$ cat src/rtl/gpcd_regs.svh
// Register offsets, field positions and reset values of the port C and D block
`ifndef GPCD_REGS_SVH
`define GPCD_REGS_SVH

// ****************************************
// Register indices (byte address = 4 x index)
// ****************************************
`define GPCD_IDX_C_LATCH 4'h2
`define GPCD_IDX_D_LATCH 4'h3
`define GPCD_IDX_C_DIR 4'h6
`define GPCD_IDX_D_DIR 4'h7

// ****************************************
// Fields and reset values
// ****************************************
`define GPCD_CLKOUT_BIT 7
`define GPCD_CLKOUT_PIN 2
`define GPCD_C_PINS 6
`define GPCD_D_PINS 8
`define GPCD_C_DIR_RST 8'h00
`define GPCD_D_DIR_RST 8'h00
`define GPCD_C_DIR_WMASK 8'hBF
`define GPCD_TA_PIN 6
`define GPCD_TB_PIN 4
`define GPCD_ADC_BASE 5'h08
`define GPCD_PS_EXT 3'h7
`define GPCD_UNMAPPED 32'h00000000

`endif

$ cat src/rtl/gpcd_pkg.sv
// Types shared by the port C and D block
package gpcd_pkg;
	// Bus slave phase
	typedef enum logic [0:0] {
		GPCD_IDLE,
		GPCD_DONE
	} gpcd_phase_t;
endpackage : gpcd_pkg

$ cat src/rtl/gpcd_latch_bank.sv
// Data latch bank without reset, written from the register bus
`timescale 1ns/10ps
module gpcd_latch_bank #(
	parameter int WIDTH = 8
) (
	input wire logic clk_i,
	input wire logic wr_i,
	input wire logic [WIDTH-1:0] wdata_i,
	output logic [WIDTH-1:0] q_o
);
	// ****************************************
	// State
	// ****************************************
	typedef struct packed {
		logic [WIDTH-1:0] latch;
	} gpcd_lb_st_t;

	gpcd_lb_st_t st_ff;
	gpcd_lb_st_t nxt_st;

	// Write whatever the direction is; reset leaves the latches alone
	always_comb begin
		nxt_st = st_ff;
		if (wr_i) begin
			nxt_st.latch = wdata_i; // [RULE_06]
		end
	end

	// No reset on purpose: latch content survives reset
	always_ff @(posedge clk_i) begin
		st_ff <= nxt_st; // [RULE_01] [RULE_08]
	end

	assign q_o = st_ff.latch;
endmodule : gpcd_latch_bank

$ cat src/rtl/gpcd_pin_sync.sv
// Two-stage synchroniser for the port pin inputs
`timescale 1ns/10ps
module gpcd_pin_sync #(
	parameter int WIDTH = 14
) (
	input wire logic clk_i,
	input wire logic rstn_i,
	input wire logic [WIDTH-1:0] d_i,
	output logic [WIDTH-1:0] q_o
);
	// ****************************************
	// State
	// ****************************************
	typedef struct packed {
		logic [WIDTH-1:0] meta;
		logic [WIDTH-1:0] sync;
	} gpcd_ps_st_t;

	gpcd_ps_st_t st_ff;
	gpcd_ps_st_t nxt_st;

	// First stage is read only by the second
	always_comb begin
		nxt_st.meta = d_i;
		nxt_st.sync = st_ff.meta;
	end

	// Pins sampled on the system clock
	always_ff @(posedge clk_i or negedge rstn_i) begin
		if (!rstn_i) begin
			st_ff <= '0;
		end else begin
			st_ff <= nxt_st; // [RULE_15]
		end
	end

	assign q_o = st_ff.sync;
endmodule : gpcd_pin_sync

$ cat src/rtl/gpcd_ports.sv
// Port C and port D general-purpose I/O with clock output, Avalon-MM slave
//
// Behaviour
// [RULE_01] Six port C data latches, read/write, untouched by reset.
// [RULE_02] Clock output enable bit 7 of C direction drives clock on pin 2.
// [RULE_03] Clock output overrides pin 2 direction; reset clears the enable.
// [RULE_04] C direction 1 enables output buffer; reset makes all pins inputs.
// [RULE_05] C data read returns latch for outputs, synced pin for inputs.
// [RULE_06] Latches accept writes regardless of direction.
// [RULE_07] Software should write latch before turning a pin to output.
// [RULE_08] Eight port D data latches, direction from matching D direction bit.
// [RULE_09] D direction 1 enables output buffer; reset clears all bits.
// [RULE_10] D data read returns latch for outputs, synced pin for inputs.
// [RULE_11] Converter-selected D pins 6..0 read 0 as input, latch as output.
// [RULE_12] Timer-used D pins ignore direction for drive, still select read; the code reads them as 0 when inputs, not the synced pin.
// [RULE_13] D6 feeds first timer clock, D4 second, when prescaler selects.
// [RULE_14] With clock output on, C bit 2 reads 0 and writes don't reach pin.
// [RULE_15] Writes land at the edge ending the cycle; pins sampled on clock.
//
// Decided for this implementation: the Avalon-MM slave port.
`include "gpcd_regs.svh"
`timescale 1ns/10ps
module gpcd_ports #(
	parameter int CPINS = `GPCD_C_PINS,
	parameter int DPINS = `GPCD_D_PINS
) (
	input wire logic clk_i,
	input wire logic rstn_i,
	input wire logic [3:0] avs_address_i,
	input wire logic avs_read_i,
	input wire logic avs_write_i,
	input wire logic [31:0] avs_writedata_i,
	input wire logic [3:0] avs_byteenable_i,
	output logic [31:0] avs_readdata_o,
	output logic avs_waitrequest_o,
	input wire logic [CPINS-1:0] pc_pin_i,
	output logic [CPINS-1:0] pc_pin_o,
	output logic [CPINS-1:0] pc_pin_oe_o,
	input wire logic [DPINS-1:0] pd_pin_i,
	output logic [DPINS-1:0] pd_pin_o,
	output logic [DPINS-1:0] pd_pin_oe_o,
	input wire logic [4:0] converter_channel_select_i,
	input wire logic [2:0] first_prescaler_select_i,
	input wire logic [2:0] second_prescaler_select_i,
	output logic first_timer_ext_clock_o,
	output logic second_timer_ext_clock_o
);
	// ****************************************
	// State and wires
	// ****************************************
	typedef struct packed {
		gpcd_pkg::gpcd_phase_t phase;
		logic [7:0] c_dir;
		logic [7:0] d_dir;
		logic [31:0] rdata;
	} gpcd_st_t;

	gpcd_st_t st_ff;
	gpcd_st_t nxt_st;
	logic req;
	logic wr_fire;
	logic wr_c_latch;
	logic wr_d_latch;
	logic [CPINS-1:0] c_latch;
	logic [DPINS-1:0] d_latch;
	logic [CPINS+DPINS-1:0] pins_sync;
	logic [CPINS-1:0] c_sync;
	logic [DPINS-1:0] d_sync;
	logic clk_out_en;
	logic [DPINS-1:0] d_timer_use;
	logic [DPINS-1:0] d_adc_use;
	logic [7:0] c_read;
	logic [7:0] d_read;

	// Converter picks one D pin; channels 8..14 map to pins 0..6
	function automatic logic [7:0] adc_pin_mask(input logic [4:0] ch);
		logic [4:0] idx;
		adc_pin_mask = 8'h00;
		idx = ch - `GPCD_ADC_BASE;
		if (ch >= `GPCD_ADC_BASE && idx < 5'h07) begin
			adc_pin_mask[idx[2:0]] = 1'b1;
		end
	endfunction : adc_pin_mask

	// Per-bit read mux: latch for output, pin or forced 0 for input
	function automatic logic [7:0] read_mux(input logic [7:0] dir, input logic [7:0] lat,
			input logic [7:0] pin, input logic [7:0] zero_in);
		read_mux = (dir & lat) | (~dir & pin & ~zero_in);
	endfunction : read_mux

	// ****************************************
	// Submodules
	// ****************************************
	gpcd_latch_bank #(.WIDTH(CPINS)) u_c_latch (
		.clk_i(clk_i),
		.wr_i(wr_c_latch),
		.wdata_i(avs_writedata_i[CPINS-1:0]),
		.q_o(c_latch)
	);

	gpcd_latch_bank #(.WIDTH(DPINS)) u_d_latch (
		.clk_i(clk_i),
		.wr_i(wr_d_latch),
		.wdata_i(avs_writedata_i[DPINS-1:0]),
		.q_o(d_latch)
	);

	gpcd_pin_sync #(.WIDTH(CPINS+DPINS)) u_sync (
		.clk_i(clk_i),
		.rstn_i(rstn_i),
		.d_i({pd_pin_i, pc_pin_i}),
		.q_o(pins_sync)
	);

	// ****************************************
	// Bus decode
	// ****************************************
	// One wait cycle; a write lands only at the edge where waitrequest is low
	assign req = avs_read_i | avs_write_i;
	assign avs_waitrequest_o = req & (st_ff.phase == gpcd_pkg::GPCD_IDLE);
	assign wr_fire = avs_write_i & (st_ff.phase == gpcd_pkg::GPCD_DONE) & avs_byteenable_i[0];
	assign wr_c_latch = wr_fire & (avs_address_i == `GPCD_IDX_C_LATCH); // [RULE_15]
	assign wr_d_latch = wr_fire & (avs_address_i == `GPCD_IDX_D_LATCH); // [RULE_15]
	assign avs_readdata_o = st_ff.rdata;

	// ****************************************
	// Pin side
	// ****************************************
	assign c_sync = pins_sync[CPINS-1:0];
	assign d_sync = pins_sync[CPINS+DPINS-1:CPINS];
	assign clk_out_en = st_ff.c_dir[`GPCD_CLKOUT_BIT];
	assign d_adc_use = adc_pin_mask(converter_channel_select_i);

	// Timer use of D6 and D4 when prescaler picks the external clock
	always_comb begin
		d_timer_use = '0;
		d_timer_use[`GPCD_TA_PIN] = (first_prescaler_select_i == `GPCD_PS_EXT); // [RULE_13]
		d_timer_use[`GPCD_TB_PIN] = (second_prescaler_select_i == `GPCD_PS_EXT); // [RULE_13]
	end

	assign first_timer_ext_clock_o = d_timer_use[`GPCD_TA_PIN] & d_sync[`GPCD_TA_PIN];
	assign second_timer_ext_clock_o = d_timer_use[`GPCD_TB_PIN] & d_sync[`GPCD_TB_PIN];

	// Port C drive; clock output bypasses pin 2 direction
	always_comb begin
		pc_pin_o = c_latch;
		pc_pin_oe_o = st_ff.c_dir[CPINS-1:0]; // [RULE_04]
		if (clk_out_en) begin
			pc_pin_o[`GPCD_CLKOUT_PIN] = clk_i; // [RULE_02] [RULE_14]
			pc_pin_oe_o[`GPCD_CLKOUT_PIN] = 1'b1; // [RULE_03]
		end
	end

	// Port D drive; converter and timer pins are kept as inputs
	assign pd_pin_o = d_latch;
	assign pd_pin_oe_o = st_ff.d_dir & ~d_timer_use & ~d_adc_use; // [RULE_09] [RULE_12]

	// Read values
	always_comb begin
		c_read = read_mux(st_ff.c_dir, {2'b00, c_latch}, {2'b00, c_sync}, 8'h00); // [RULE_05]
		if (clk_out_en) begin
			c_read[`GPCD_CLKOUT_PIN] = 1'b0; // [RULE_14]
		end
		c_read[7:6] = 2'b00;
		d_read = read_mux(st_ff.d_dir, d_latch, d_sync,
			d_adc_use | d_timer_use); // [RULE_10] [RULE_11] [RULE_12]
	end

	// ****************************************
	// Register state
	// ****************************************
	// Direction writes and the registered read answer
	always_comb begin
		nxt_st = st_ff;
		nxt_st.phase = gpcd_pkg::GPCD_IDLE;
		if (req && st_ff.phase == gpcd_pkg::GPCD_IDLE) begin
			nxt_st.phase = gpcd_pkg::GPCD_DONE;
			nxt_st.rdata = `GPCD_UNMAPPED;
			if (avs_read_i) begin
				case (avs_address_i)
					`GPCD_IDX_C_LATCH: nxt_st.rdata = {24'h000000, c_read};
					`GPCD_IDX_D_LATCH: nxt_st.rdata = {24'h000000, d_read};
					`GPCD_IDX_C_DIR: nxt_st.rdata = {24'h000000, st_ff.c_dir};
					`GPCD_IDX_D_DIR: nxt_st.rdata = {24'h000000, st_ff.d_dir};
					default: nxt_st.rdata = `GPCD_UNMAPPED;
				endcase
			end
		end
		// Direction writes take effect in the accepting cycle only
		if (wr_fire && avs_address_i == `GPCD_IDX_C_DIR) begin
			nxt_st.c_dir = avs_writedata_i[7:0] & `GPCD_C_DIR_WMASK; // [RULE_04]
		end
		if (wr_fire && avs_address_i == `GPCD_IDX_D_DIR) begin
			nxt_st.d_dir = avs_writedata_i[7:0]; // [RULE_09]
		end
	end

	// Reset clears both direction registers and the clock enable
	always_ff @(posedge clk_i or negedge rstn_i) begin
		if (!rstn_i) begin
			st_ff.phase <= gpcd_pkg::GPCD_IDLE;
			st_ff.c_dir <= `GPCD_C_DIR_RST; // [RULE_03] [RULE_04]
			st_ff.d_dir <= `GPCD_D_DIR_RST; // [RULE_09]
			st_ff.rdata <= `GPCD_UNMAPPED;
		end else begin
			st_ff <= nxt_st;
		end
	end

	// ****************************************
	// Checks
	// ****************************************
	chk_clk_out_drive: assert property (@(posedge clk_i) disable iff (!rstn_i) // [RULE_02]
		clk_out_en |-> pc_pin_oe_o[`GPCD_CLKOUT_PIN]) else $error("clock pin not driven");
	chk_c_dir_oe: assert property (@(posedge clk_i) disable iff (!rstn_i) // [RULE_04]
		!clk_out_en |-> pc_pin_oe_o == st_ff.c_dir[CPINS-1:0]) else $error("C enable mismatch");
	chk_c_read_clk: assert property (@(posedge clk_i) disable iff (!rstn_i) // [RULE_14]
		(clk_out_en && avs_read_i && !avs_waitrequest_o && avs_address_i == `GPCD_IDX_C_LATCH)
		|-> !avs_readdata_o[`GPCD_CLKOUT_PIN]) else $error("C bit 2 not zero");
	chk_d_oe_timer: assert property (@(posedge clk_i) disable iff (!rstn_i) // [RULE_12]
		d_timer_use[`GPCD_TA_PIN] |-> !pd_pin_oe_o[`GPCD_TA_PIN]) else $error("timer pin driven");
	chk_d_read_adc: assert property (@(posedge clk_i) disable iff (!rstn_i) // [RULE_11]
		(d_adc_use[0] && !st_ff.d_dir[0]) |-> !d_read[0]) else $error("adc read not zero");
	chk_d_dir_write: assert property (@(posedge clk_i) disable iff (!rstn_i) // [RULE_09]
		(wr_fire && avs_address_i == `GPCD_IDX_D_DIR) |=> st_ff.d_dir == $past(avs_writedata_i[7:0]))
		else $error("D dir not written");
	chk_wait_one: assert property (@(posedge clk_i) disable iff (!rstn_i) // [RULE_15]
		$rose(req) |-> avs_waitrequest_o ##1 !avs_waitrequest_o) else $error("wait not one cycle");
	chk_d_read_out: assert property (@(posedge clk_i) disable iff (!rstn_i) // [RULE_10]
		st_ff.d_dir[7] |-> d_read[7] == d_latch[7]) else $error("D read not latch");
	cov_clk_out: cover property (@(posedge clk_i) disable iff (!rstn_i) $rose(clk_out_en));
	cov_c_write: cover property (@(posedge clk_i) disable iff (!rstn_i) wr_c_latch);
	cov_timer_sel: cover property (@(posedge clk_i) disable iff (!rstn_i) d_timer_use[`GPCD_TB_PIN]);
endmodule : gpcd_ports

$ cat config.mk
export PLATFORM = sky130hd
export DESIGN_NAME = gpcd_ports
export DESIGN_NICKNAME = d
export VERILOG_FILES = /design/src/rtl/gpcd_pkg.sv /design/src/rtl/gpcd_latch_bank.sv /design/src/rtl/gpcd_pin_sync.sv /design/src/rtl/gpcd_ports.sv
export VERILOG_INCLUDE_DIRS = /design/src /design/src/rtl
export SDC_FILE = /design/constraint.sdc
export NUM_CORES = 1
export LEC_CHECK = 0
export BUFFER_PORTS_ARGS = -buffer_cell sky130_fd_sc_hd__buf_2
export CAP_MARGIN = 5
export CORE_MARGIN = 3
export CORE_UTILIZATION = 42
export DETAILED_ROUTE_END_ITERATION = 12
export PLACE_DENSITY_LB_ADDON = 0.2
export REMOVE_ABC_BUFFERS = 1
export SYNTH_ARGS = -nofsm -noshare
export SYNTH_HDL_FRONTEND = slang
export SYNTH_HIERARCHICAL = 1
export SYNTH_SLANG_ARGS = --single-unit
$ cat constraint.sdc
create_clock -name clk_i -period 1.45 [get_ports clk_i]
set_input_delay 0.435 -clock clk_i [delete_from_list [all_inputs] [get_ports clk_i]]
set_output_delay 0.435 -clock clk_i [all_outputs]
set_load 0.02 [all_outputs]
# After elaboration in Yosys (flattened, before gate mapping)
# Index checks and enable logic that the tools add are counted.
[totals]
reg_bits = 90
output_inout_bits = 63
inputBits = 69
[classes]
n_lt_le_gt_ge = 4
n_reduce_logical = 5
n_mux = 9
bitwise_logic = 24
n_eq_ne = 6
add_sub_neg = 1
[ops]
columns = ["op", "n"]
rows = [
  ["$and 8x8->8", 5],
  ["$mux 32", 1],
  ["$pmux 8 s4", 1],
  ["$not 8->8", 3],
  ["$and 6x6->6", 2],
  ["$eq 4x2->1 const B", 2],
  ["$eq 4x3->1 const B", 2],
  ["$mux 8", 1],
  ["$not 7->8", 1],
  ["$or 8x7->8", 1],
  ["$or 8x8->8", 1],
  ["$and 1x1->1", 7],
  ["$eq 3x3->1 const B", 2],
  ["$not 6->6", 1],
  ["$or 6x6->6", 1],
  ["$ge 5x4->1 const B", 1],
  ["$logic_and 1x1->1", 5],
  ["$lt 5x3->1 const B", 1],
  ["$mux 1", 5],
  ["$sub 5x4->5 const B", 1],
  ["$lt 3x4->1 const B", 1],
  ["$demux 1 s3", 1],
  ["$ge 3x1->1 const B", 1],
  ["$not 1->1", 1],
  ["$or 1x1->1", 1],
]

# Depth between registers and ports, before layout
[depth]
depth_word = 12
depth_mapped = 6
depth_no_buf = 4

# Cells and area by module
# Netlist, hierarchy kept.
[modules_own_cells]
columns = ["module", "area_per_inst_um2", "cells_each", "n_inst"]
rows = [
  ["gpcd_ports", 1732.9, 187, 1],
  ["gpcd_pin_sync", 700.7, 28, 1],
  ["gpcd_latch_bank at u_d_latch", 240.2, 8, 1],
  ["gpcd_latch_bank at u_c_latch", 180.2, 6, 1],
]

==> flow_metrics.py <==
metrics = {
    "setup_path": {
        "critPathSlowestCell": "nor3b_4",
        "critPathBufInv": 2,
        "path_max_fanout": 4,
        "r2r_cells": 4,
        "r2r_end": "avs_readdata_o[2]",
        "r2r-start": "st_ff[42]",
        "worst_setup_path_start_kind": "input port",
        "slowest_delay_ns": 0.32,
        "required_ns": 1.02,
        "arrival_ns": 1.33,
        "cp_top_family": "simple AND/OR/NAND/NOR gates",
        "worstSetupPathType": "input port to output port",
        "worstPathCellList": "buf_8, nor3b_4, nand3_2, and3_4, buf_6",
        "crit_path_end_kind": "output port",
        "rrSetupSlack_ns": 0.03,
    },
    "pwr": {
        "max-vdd-ir-drop_mv": 0.7904,
        "p_int_mw": 3.824,
        "p_clk_share_pct": 41.6,
        "p_sw_mw": 1.231,
        "switching_share_pct": 24.36,
        "power.total_mw": 5.055,
        "p_leak_nw": 2.100,
        "combPwrFrac_pct": 17.5,
        "seqPwrFrac_pct": 40.9,
        "power.density_nw_per_um2": 1172,
    },
    "final_layout": {
        "area_growth_syn_to_layout_pct": 51.12,
        "final-seq-area_um2": 1722,
        "nNetsFinal": 442,
        "instances_no_fill": 455,
        "diodes": 0,
        "fin_util_pct": 66.78,
        "multiInputGateArea_um2": 1020,
        "fillers": 500,
        "drive_gt1_share_pct": 57.14,
    },
    "clocking": {
        "clock_latency_ns": 0.44,
        "path_clk_slew_ns": 0.07,
        "cts_tree": "done",
    },
    "synthesis": {
        "yosysWarnings": 6,
        "synth_cell_types": 45,
        "synth_ff_type": "dfrtp_1",
        "synth_top_area_cell": "dfrtp_1",
        "yosysTopAreaCellShare_pct": 45.59,
        "synthArstFlopShare_pct": 78.79,
        "synth_seq_cells": 66,
        "syn_inst": 229,
        "postSynthAreaPerCell_um2": 12.46,
        "yosysSeqAreaShare_pct": 60.32,
        "syn-cell-area_um2": 2854,
        "synth_enable_flop_cells": 14,
        "synth_area_leaders": "dfrtp_1 (46%), edfxtp_1 (15%), buf_4 (10%)",
    },
    "run": {
        "maxCapViolCount": 0,
    },
    "grt": {
        "grt_max_degree": 20,
        "grt_pass1_wl_um": 11040,
        "grt.total_usage_pct": 19.83,
        "overflow": 0,
        "grt_antenna_before_repair": 0,
        "grt_pass1_vias": 2208,
    },
    "die": {
        "die_width_um": 88.44,
        "core_area_um2": 6459,
        "core.rowCount": 29,
        "dieArea_um2": 7821,
        "io_pins": 132,
        "die_h_um": 88.44,
        "start_util_pct": 44.19,
    },
    "timing": {
        "fin_skew_ns": 0.008583,
        "whs_ns": 0.09377,
        "hold_violations": 0,
        "finalMaxSlewViolations": 0,
        "setup-violations-final": 15,
        "max_freq_ghz": 0.5663,
        "grt_setup_unrepaired": "yes",
        "finalWorstSetupSlack_ns": -0.3160,
        "period_share_pct": 121.8,
        "min_period_ns": 1.766,
        "finalSetupTns_ns": -2.201,
    },
    "worst_hold_path": {
        "worstHoldPathType": "input port to register",
        "hold_start": "pd_pin_i[3]",
        "whs_endpoint": "u_sync/nxt_st[9]",
        "min_delay_path_depth": 1,
    },
    "place": {
        "dp_hpwl_um": 4965,
        "dp.cells": 399,
        "port_buffers": 80,
        "gp_congestion": 0.7901,
    },
    "drt": {
        "vias": 2162,
        "detail-route-antenna-nets": 0,
        "firstDrtPassIters": 4,
        "routed_wl_um": 7311,
        "drt_iter0_drc": 112,
        "drcViolationCount": 0,
        "wl_per_cell_um": 16.07,
        "vias_per_cell": 4.752,
    },
    "run_status": {
        "violations": "negative setup slack",
        "outcome": "finished with violations",
    },
}
[layer usage]
layer / global-route usage, % / share of wire [%] / up-vias
met1: 23.55 / 42 / 1043
li1: - / - / 1028
met3: 7.076 / 5.8 / 15
met2: 32.97 / 51 / 76
met5: 0 / 0 / -
met4: 7.830 / 1.7 / 0
[state kept, by name, indices dropped and copies added (netlist names)]
| register | count |
|---|---|
| u_sync/q_o | 14 |
| u_d_latch/q_o | 8 |
| pc_pin_oe_o | 5 |
| st_ff | 10 |
| u_sync/nxt_st | 14 |
| avs_readdata_o | 8 |
| clk_out_en | 1 |
| u_c_latch/q_o | 6 |
[through the flow]
step / setup slack [ns] / instance area, um2
after detailed placement: -0.4390 / 3386
after global placement: -0.4237 / 3386
after floorplan: -0.4718 / 2624
final: -0.3160 / 4313
after CTS: -0.2748 / 4090
after global routing: -0.3635 / 4313
[logic make-up after synthesis]
logic type,share of synthesized area (%)
flip-flops,60.32
AND/OR/NAND/NOR,12.89
buffers and inverters,11.49
AO/OA/AOI/OAI,9.251
multiplexers,5.918
other,0.1314
[cells in the final DEF (no fill, tap or decap), drive strengths merged, types with 2 or more instances in the layout]
cell type / n
buf: 148
dfrtp: 52
conb: 24
nor2: 16
mux2: 15
edfxtp: 14
o21ai: 14
nand2: 14
clkbuf: 13
a21oi: 6
or3b: 6
nor2b: 6
and2: 5
nand3: 4
o21a: 3
a311oi: 3
bufinv: 3
inv: 3
nor3b: 3
clkinv: 3
and3: 2
a32oi: 2
nor3: 2
[worst register-to-register path: cells and delay by family, from the launching register on]
family	cells	cell delay (ns)
DFF	1	0.38
AOI/OAI and AO/OA	2	0.33
and+or+nand+nor	2	0.65
[power by group through the flow]
stage / combinational (mW) / clock [mW] / sequential [mW]
after floorplan: 0.292 / 0.0118 / 2.14
after global placement: 0.610 / 0.0158 / 2.10
after detailed placement: 0.616 / 0.0158 / 2.11
after CTS: 0.822 / 2.14 / 2.06
after global routing: 0.953 / 2.24 / 2.08
final: 0.885 / 2.10 / 2.07
[final cells by class]
| class | count | area share [%] |
|---|---|---|
| clock buffer | 14 | 4.410 |
| multi-input combinational | 141 | 23.64 |
| timing repair buffer | 148 | 27.12 |
| clock inverter | 6 | 2.408 |
| tap | 77 | 2.234 |
| sequential | 66 | 39.92 |
| inverter | 3 | 0.2611 |
[cell usage after synthesis, types with 2 or more instances]
cell type and number:
a21oi_1 6, a311oi_1 3, a32oi_1 2, and2_1 5, and3_1 2, buf_4 38, buf_6 2, dfrtp_1 52
edfxtp_1 14, inv_1 3, mux2_2 14, nand2_1 14, nand3_1 4, nor2_1 14, nor2b_1 6, nor3_1 2
nor3b_1 2, o21a_1 3, o21ai_0 13, or3b_1 5
[worst max-delay path by stage]
stage | start | endpoint | slack (ns) | depth (start not counted)
after floorplan | avs_address_i[0] | u_c_latch/q_o[0] | -0.47 | 2
after global placement | avs_address_i[0] | u_c_latch/q_o[1] | -0.42 | 4
after detailed placement | avs_address_i[0] | u_c_latch/q_o[5] | -0.44 | 4
after CTS | clk_out_en | pc_pin_o[2] | -0.27 | 4
after global routing | clk_out_en | pc_pin_o[2] | -0.36 | 4
final | converter_channel_select_i[4] | pd_pin_oe_o[6] | -0.32 | 5
[what timing repair did]
item / in CTS / in global routing
hold buffers: 1 / 0
pin swaps: 14 / 9
resized for setup: 58 / 51
gates cloned: 0 / 0
hold endpoints to repair: 15 / 0
setup buffers: 28 / 13
endpoints found under the setup margin: 25 / 50
(Power assumes the default switching activity.)
